`src/srq_report_pkg.sv`:
```
package srq_report_pkg;

	// ==========================================================
	// command codes from the upstream parser
	typedef enum logic [1:0] {
		CMD_ENABLE_SET = 2'h0,
		CMD_ENABLE_QUERY = 2'h1,
		CMD_STRING_SET = 2'h2,
		CMD_STRING_QUERY = 2'h3
	} cmd_t;

	// ==========================================================
	// state machines
	typedef enum logic [1:0] {
		R_IDLE = 2'h0,
		R_ENABLE = 2'h1,
		R_TEMPLATE = 2'h2
	} resp_state_t;

	typedef enum logic [0:0] {
		T_IDLE = 1'h0,
		T_RUN = 1'h1
	} tx_state_t;

	// ==========================================================
	// register layout
	localparam logic [7:0] ENABLE_RESET = 8'h00;
	localparam logic [7:0] ENABLE_WRITABLE = 8'hBF;
	localparam int ENABLE_ERR_BIT = 3;
	localparam int ENABLE_MSG_BIT = 4;
	localparam int ENABLE_EVT_BIT = 5;
	localparam int ENABLE_UNUSED_BIT = 6;

	// ==========================================================
	// template storage
	localparam int TEMPLATE_MAX = 40;
	localparam int DEFAULT_LEN = 24;
	localparam logic [8*DEFAULT_LEN-1:0] DEFAULT_TEMPLATE = "SRQ: %02x %02x %04x %04x";
	localparam logic [7:0] CHAR_PERCENT = 8'h25;
	localparam logic [7:0] CHAR_X = 8'h78;
	localparam logic [7:0] CHAR_ZERO = 8'h30;
	localparam logic [7:0] CHAR_FOUR = 8'h34;

	// ==========================================================
	// timing
	localparam longint CLOCK_HZ = 100000000;
	localparam longint SAVE_TIME_MS = 2000;
	localparam int SAVE_CYCLES = int'(SAVE_TIME_MS * CLOCK_HZ / 1000);

endpackage

```
`src/hex_ascii.sv`:
```
`timescale 1ns/100ps

// ==========================================================
// nibble to lower-case ascii hex digit
module hex_ascii (
	input wire logic [3:0] nibble_i,
	output logic [7:0] char_o
);

	always_comb begin
		if (nibble_i < 4'hA) begin
			char_o = 8'h30 + {4'h0, nibble_i};
		end else begin
			char_o = 8'h57 + {4'h0, nibble_i};
		end
	end

endmodule // hex_ascii

```
`src/service_request_string_reporter.sv`:
```
`timescale 1ns/100ps

module service_request_string_reporter
	import srq_report_pkg::*;
#(
	parameter int unsigned SAVE_CYCLES_P = SAVE_CYCLES
) (
	input wire logic sys_clk_i,
	input wire logic rst_i,
	input wire logic cmd_valid_i,
	input wire cmd_t cmd_code_i,
	input wire logic [7:0] cmd_data_i,
	input wire logic cmd_last_i,
	output logic cmd_ready_o,
	output logic resp_valid_o,
	output logic [7:0] resp_data_o,
	output logic resp_last_o,
	input wire logic resp_ready_i,
	input wire logic [7:0] status_byte_i,
	input wire logic [7:0] event_status_i,
	input wire logic [15:0] instrument_change_word_0_i,
	input wire logic [15:0] instrument_change_word_1_i,
	input wire logic terminal_mode_i,
	output logic service_request_o,
	output logic tx_valid_o,
	output logic [7:0] tx_data_o,
	input wire logic tx_ready_i,
	output logic saving_o
);

	// ==========================================================
	// command, enable register and template storage
	logic [7:0] service_request_enable_q, service_request_enable_d;
	logic [7:0] tpl_q [TEMPLATE_MAX], tpl_d [TEMPLATE_MAX];
	logic [5:0] len_q, len_d;
	logic wr_active_q, wr_active_d;
	logic [31:0] save_cnt_q, save_cnt_d;
	logic ready_q, ready_d;
	logic saving_q, saving_d;
	logic srq_q, srq_d;
	logic take;
	logic [5:0] pos;
	resp_state_t rstate_q, rstate_d;

	assign take = cmd_valid_i && ready_q;

	always_comb begin
		service_request_enable_d = service_request_enable_q;
		tpl_d = tpl_q;
		len_d = len_q;
		wr_active_d = wr_active_q;
		save_cnt_d = save_cnt_q;
		pos = wr_active_q ? len_q : 6'h00;
		if (save_cnt_q != 32'h0) begin
			save_cnt_d = save_cnt_q - 32'h1;
		end
		if (take && cmd_code_i == CMD_ENABLE_SET) begin
			service_request_enable_d = cmd_data_i & ENABLE_WRITABLE;
		end
		if (take && cmd_code_i == CMD_STRING_SET) begin
			if (pos < 6'(TEMPLATE_MAX)) begin
				tpl_d[pos] = cmd_data_i;
				len_d = pos + 6'h01;
			end else begin
				len_d = pos;
			end
			wr_active_d = !cmd_last_i;
			if (cmd_last_i) begin
				save_cnt_d = SAVE_CYCLES_P;
			end
		end
		// bit 6 never gates: it is held zero in the register
		srq_d = |(status_byte_i & service_request_enable_q);
		ready_d = (save_cnt_d == 32'h0) && (rstate_d == R_IDLE);
		saving_d = (save_cnt_d != 32'h0);
		if (take && (cmd_code_i == CMD_ENABLE_QUERY || cmd_code_i == CMD_STRING_QUERY)) begin
			ready_d = 1'b0;
		end
	end

	always_ff @(posedge sys_clk_i) begin
		if (rst_i) begin
			service_request_enable_q <= ENABLE_RESET;
			for (int i = 0; i < TEMPLATE_MAX; i++) begin
				tpl_q[i] <= (i < DEFAULT_LEN) ? DEFAULT_TEMPLATE[8*(DEFAULT_LEN-1-(i % DEFAULT_LEN)) +: 8] : 8'h00;
			end
			len_q <= 6'(DEFAULT_LEN);
			wr_active_q <= 1'b0;
			save_cnt_q <= 32'h0;
			ready_q <= 1'b0;
			saving_q <= 1'b0;
			srq_q <= 1'b0;
		end else begin
			service_request_enable_q <= service_request_enable_d;
			tpl_q <= tpl_d;
			len_q <= len_d;
			wr_active_q <= wr_active_d;
			save_cnt_q <= save_cnt_d;
			ready_q <= ready_d;
			saving_q <= saving_d;
			srq_q <= srq_d;
		end
	end

	// ==========================================================
	// query answers
	logic [5:0] ridx_q, ridx_d;
	logic [7:0] rdata_q, rdata_d;
	logic rvalid_q, rvalid_d, rlast_q, rlast_d;
	logic [7:0] dig [3];
	logic [7:0] rem;
	logic [5:0] rend;
	logic rslot;

	always_comb begin
		dig[0] = (service_request_enable_q >= 8'h64) ? 8'h01 : 8'h00;
		rem = service_request_enable_q - ((dig[0] != 8'h00) ? 8'h64 : 8'h00);
		dig[1] = rem / 8'h0A;
		dig[2] = rem % 8'h0A;
		rstate_d = rstate_q;
		ridx_d = ridx_q;
		rdata_d = rdata_q;
		rvalid_d = rvalid_q;
		rlast_d = rlast_q;
		rslot = !rvalid_q || resp_ready_i;
		rend = (rstate_q == R_ENABLE) ? 6'h03 : len_q;
		case (rstate_q)
			R_IDLE: begin
				if (take && cmd_code_i == CMD_ENABLE_QUERY) begin
					rstate_d = R_ENABLE;
					ridx_d = (dig[0] != 8'h00) ? 6'h00 : ((dig[1] != 8'h00) ? 6'h01 : 6'h02);
				end else if (take && cmd_code_i == CMD_STRING_QUERY) begin
					rstate_d = R_TEMPLATE;
					ridx_d = 6'h00;
				end
			end
			R_ENABLE, R_TEMPLATE: begin
				if (rslot) begin
					if (ridx_q < rend) begin
						rvalid_d = 1'b1;
						rlast_d = (ridx_q + 6'h01 == rend);
						if (rstate_q == R_ENABLE) begin
							rdata_d = CHAR_ZERO + dig[ridx_q[1:0]];
						end else begin
							rdata_d = tpl_q[ridx_q];
						end
						ridx_d = ridx_q + 6'h01;
					end else begin
						rvalid_d = 1'b0;
						rlast_d = 1'b0;
						rstate_d = R_IDLE;
					end
				end
			end
			default: begin
				rstate_d = R_IDLE;
			end
		endcase
	end

	always_ff @(posedge sys_clk_i) begin
		if (rst_i) begin
			rstate_q <= R_IDLE;
			ridx_q <= 6'h00;
			rdata_q <= 8'h00;
			rvalid_q <= 1'b0;
			rlast_q <= 1'b0;
		end else begin
			rstate_q <= rstate_d;
			ridx_q <= ridx_d;
			rdata_q <= rdata_d;
			rvalid_q <= rvalid_d;
			rlast_q <= rlast_d;
		end
	end

	// ==========================================================
	// filled request string on the serial link
	tx_state_t tstate_q, tstate_d;
	logic [5:0] tidx_q, tidx_d;
	logic [2:0] left_q, left_d;
	logic [2:0] field_q, field_d;
	logic [15:0] snap_q [4], snap_d [4];
	logic [7:0] tdata_q, tdata_d;
	logic tvalid_q, tvalid_d;
	logic [15:0] cur_val;
	logic [3:0] nib;
	logic [7:0] hex_char;
	logic [7:0] c;
	logic tslot;

	hex_ascii u_hex (
		.nibble_i(nib),
		.char_o(hex_char)
	);

	always_comb begin
		tstate_d = tstate_q;
		tidx_d = tidx_q;
		left_d = left_q;
		field_d = field_q;
		snap_d = snap_q;
		tdata_d = tdata_q;
		tvalid_d = tvalid_q;
		tslot = !tvalid_q || tx_ready_i;
		cur_val = field_q[2] ? 16'h0000 : snap_q[field_q[1:0]];
		nib = 4'(cur_val >> {left_q - 3'h1, 2'b00});
		c = tpl_q[tidx_q];
		case (tstate_q)
			T_IDLE: begin
				if (srq_d && !srq_q && terminal_mode_i) begin
					tstate_d = T_RUN;
					tidx_d = 6'h00;
					left_d = 3'h0;
					field_d = 3'h0;
					snap_d[0] = {8'h00, status_byte_i};
					snap_d[1] = {8'h00, event_status_i};
					snap_d[2] = instrument_change_word_0_i;
					snap_d[3] = instrument_change_word_1_i;
				end
			end
			T_RUN: begin
				if (tslot) begin
					tvalid_d = 1'b0;
					if (left_q != 3'h0) begin
						tvalid_d = 1'b1;
						tdata_d = hex_char;
						left_d = left_q - 3'h1;
						if (left_q == 3'h1) begin
							field_d = field_q + 3'h1;
						end
					end else if (tidx_q >= len_q) begin
						tstate_d = T_IDLE;
					end else if (c == CHAR_PERCENT && tidx_q + 6'h03 < len_q && tpl_q[tidx_q + 6'h03] == CHAR_X) begin
						left_d = (tpl_q[tidx_q + 6'h02] == CHAR_FOUR) ? 3'h4 : 3'h2;
						tidx_d = tidx_q + 6'h04;
					end else begin
						tvalid_d = 1'b1;
						tdata_d = c;
						tidx_d = tidx_q + 6'h01;
					end
				end
			end
			default: begin
				tstate_d = T_IDLE;
			end
		endcase
	end

	always_ff @(posedge sys_clk_i) begin
		if (rst_i) begin
			tstate_q <= T_IDLE;
			tidx_q <= 6'h00;
			left_q <= 3'h0;
			field_q <= 3'h0;
			for (int i = 0; i < 4; i++) begin
				snap_q[i] <= 16'h0000;
			end
			tdata_q <= 8'h00;
			tvalid_q <= 1'b0;
		end else begin
			tstate_q <= tstate_d;
			tidx_q <= tidx_d;
			left_q <= left_d;
			field_q <= field_d;
			snap_q <= snap_d;
			tdata_q <= tdata_d;
			tvalid_q <= tvalid_d;
		end
	end

	// the request string template is held in tpl_q above; CMD_STRING_SET writes it
	assign cmd_ready_o = ready_q;
	assign resp_valid_o = rvalid_q;
	assign resp_data_o = rdata_q;
	assign resp_last_o = rlast_q;
	assign service_request_o = srq_q;
	assign tx_valid_o = tvalid_q;
	assign tx_data_o = tdata_q;
	assign saving_o = saving_q;

endmodule // service_request_string_reporter

```
`config.mk`:
```
export PLATFORM = sky130hd
export DESIGN_NAME = service_request_string_reporter
export DESIGN_NICKNAME = d
export VERILOG_FILES = /design/src/srq_report_pkg.sv /design/src/hex_ascii.sv /design/src/service_request_string_reporter.sv
export SDC_FILE = /design/constraint.sdc
export NUM_CORES = 2
export LEC_CHECK = 0
export BUFFER_PORTS_ARGS = -buffer_cell sky130_fd_sc_hd__buf_4
export CELL_PAD_IN_SITES_DETAIL_PLACEMENT = 1
export CELL_PAD_IN_SITES_GLOBAL_PLACEMENT = 2
export CORE_MARGIN = 8
export CORE_UTILIZATION = 41
export DETAILED_ROUTE_END_ITERATION = 10
export PLACE_DENSITY_LB_ADDON = 0.1
export SYNTH_ARGS = -nofsm -noshare
export SYNTH_HDL_FRONTEND = slang
export SYNTH_SLANG_ARGS = --single-unit
```
`constraint.sdc`:
```
create_clock -name sys_clk_i -period 5.7 [get_ports sys_clk_i]
set_clock_uncertainty 0.05 [all_clocks]
set_input_delay 0.285 -clock sys_clk_i [delete_from_list [all_inputs] [get_ports sys_clk_i]]
set_output_delay 0.285 -clock sys_clk_i [all_outputs]
set_load 0.005 [all_outputs]
```
==> qor.yml <==
sta:
  setup_viol: 0
  fin_crit_ns: 4.95
  rsz0062_at_grt: "false"
  period_share: 0.869
  clock.fmax_mhz: 202
  worst_slew_pin_slew_ns: 1.28
  setup_ws_ns: 0.749
  slew_headroom: 0.142
  slew_violations: 0
  setup_tns_ns: 0
  hold_violations: 0
route:
  drt_iter0_markers: 2781
  drt_first_pass_iters: 5
  viasPerCell: 6.50
  drc: 0
  routedWlPerCell_um: 29.4
  num_vias: 26000
  drt-total-wl_um: 118000
  ant_nets: 0
worst_setup_path:
  crit_chain: "clkinv_1, ha_2, buf_4, mux4_2, nand2_1, a21oi_1, a2111oi_0, a211oi_1, and4_1, a31o_1, or4_1, a21oi_1"
  crit_fanout: 49
  r2r_setup_slack_ns: 0.75
  worstSetupPathType: "reg2reg"
  worst_path_max_delay_cell: "a2111oi_0"
  r2r-end: "tx_data_o[7]"
  crit_path_max_incr_delay_ns: 1.01
  start_kind: "flip-flop"
  r2r-start: "tidx_q[1]"
  worstPathArrival_ns: 5.43
  ff2ff_path_depth: 12
  cp-end-kind: "flip-flop"
  required_ns: 6.18
  crit_path_frequent_cell: "a21oi_1"
floorplan:
  die-width_um: 278
  start_util: 0.413
  io_pins: 87
  dieArea_sq_um: 77500
  core-area_sq_um: 68300
  die_h_um: 278
  fp-row-count: 96
run:
  cap_violations: 0
yosys:
  syn_area_sq_um: 28200
  syn_area_per_cell_sq_um: 9.17
  async_flop_share: 0
  synthDistinctLibCells: 89
  synth.area.top_cells: "dfxtp_1 32%, mux4_2 17%, mux2i_1 10%"
  ys_warn_count: 0
  ys.flop_type: "dfxtp_1"
  synth_fp_nets: 3185
  synth_top_area_cell: "dfxtp_1"
  synth_seq_cells: 457
  synth_edf_count: 0
  seq_area_frac_synth: 0.324
  syn_inst: 3080
  synth_top_area_frac: 0.324
clocking:
  cts_sinks: 457
  root_buffer: "clkbuf_16"
  clock_path_buffers: 3
  cts_tree: "yes"
  clk_latency_ns: 0.64
  path_clk_slew_ns: 0.06
  cts_made_buffers: 55
  cts_max_level: 2
cells_and_area:
  drive_above_1_share: 0.163
  post-route-cell-area_sq_um: 31800
  area_growth_pct: 12.6
  final_common_cell: "dfxtp_1"
  final_core_util: 0.465
  final_nets: 3183
  mostFrequentLayoutCells: "451 x dfxtp_1, 411 x nand2_1, 344 x nor2_1"
worst_hold_path:
  min-delay-start: "rst_i"
  hold_path.class: "in2reg"
  holdPathEnd: "service_request_enable_q[3]"
  min_path_cells: 2
global_route:
  gr-total-overflow: 0
  grt_pass1_wl_um: 176000
  grt_pass1_vias: 26400
  grt_max_degree: 195
  antenna_found_initial: 4
  grtUsageTotal: 0.294
placement:
  globalplace.congestion: 0.953
  io_buffers: 86
  hpwlAfterDp_um: 84000
  placed_area_sq_um: 29400
  dp_slack_ns: 1.00
pwr:
  irDropWorstVdd_mv: 0.305
  leakage_nw: 11.3
  power_density_nw_per_um2: 257
run_status:
  run_status: "finished, final reports clean"
[cell families after synthesis]
kind of cell,after synthesis,synth area share
mux,513,0.279
xor+xnor,58,0.0183
buf+inv,292,0.0439
simple gates,1252,0.211
flops,457,0.324
other cells,1,0.000133
compound gates,467,0.105
fa+ha+maj,40,0.0177
[worst max-delay path by stage]
stage                   start           end  slack, ns
CTS                 tidx_q[1]  tx_data_o[7]       0.90
floorplan           tidx_q[1]     left_q[1]       1.04
detailed placement  tidx_q[1]  tx_data_o[7]       1.00
finish              tidx_q[1]  tx_data_o[7]       0.75
global placement    tidx_q[1]  tx_data_o[7]        1.0
global route        tidx_q[1]  tx_data_o[7]       0.54
[flip-flops by register name, summed over array words and instances (netlist names), 6 cells and up]
| register | flops |
|---|---|
| save_cnt_q | 32 |
| tpl_q | 320 |
| len_q | 6 |
| ridx_q | 6 |
| tidx_q | 6 |
| resp_data_o | 8 |
| snap_q | 48 |
| service_request_enable_q | 7 |
| tx_data_o | 8 |
[Yosys cell counts, types with 21 or more instances]
cell type / number
nor2_1: 344
dfxtp_1: 457
xnor2_1: 37
nor4b_1: 23
o211ai_1: 23
ha_1: 40
clkbuf_1: 177
mux2i_1: 286
buf_2: 22
nor2b_1: 22
nand3_1: 156
nor3_1: 76
inv_1: 40
a21oi_1: 219
o21ai_0: 49
mux4_2: 219
nor4_1: 21
a211oi_1: 21
buf_1: 29
nand2b_1: 26
nand2_1: 411
nand4_1: 25
[power breakdown]
group,internal [mW],switching [mW],total (mW),leakage [nW]
sequential,3.30,0.129,3.42,3.69
combinational,0.449,0.662,1.11,6.62
clock,2.12,1.52,3.64,0.937
[area by class of cell]
type | instances | area, sq um
Tap cell | 882 | 1100
Multi-Input combinational cell | 2331 | 17900
Sequential cell | 457 | 9170
Clock buffer | 69 | 1520
Fill cell | 7713 | 36600
Inverter | 46 | 173
Clock inverter | 34 | 349
Timing Repair Buffer | 187 | 1560
Antenna cell | 2 | 5.00
[critical path: cells and delay by family, from the launching register on]
| kind | cells | cell delay [ns] |
|---|---|---|
| mux | 1 | 0.38 |
| flops | 1 | 0.66 |
| buf+inv | 2 | 0.73 |
| compound gates | 5 | 1.58 |
| simple gates | 3 | 0.88 |
| fa+ha+maj | 1 | 0.55 |
[stage by stage]
step                      cells  hold slack, ns  total power, mW
after floorplan            3080           0.371             4.27
after global placement     3854           0.390             4.55
after detailed placement   3854           0.398             4.58
after CTS                  4006         0.00335             8.26
after global routing       4006          0.0760             8.50
final                      4008          0.0377             8.18
[per-layer routing]
metal	global-route usage	up-vias	wire length, um
met5	0	-	12
met4	0.107	2	4390
met3	0.0630	236	9430
met2	0.473	1143	54800
met1	0.389	13300	49400
li1	-	11400	-
[what timing repair did]
| item | 4_1_cts | 5_1_grt |
|---|---|---|
| hold buffers | 49 | 0 |
| buffers inserted | 0 | 0 |
| endpoints found under the setup margin | 0 | 0 |
| resized for setup | 0 | 0 |
| endpoints found under the hold margin | 49 | 0 |
Note: power is estimated with default switching activity, not from simulation.
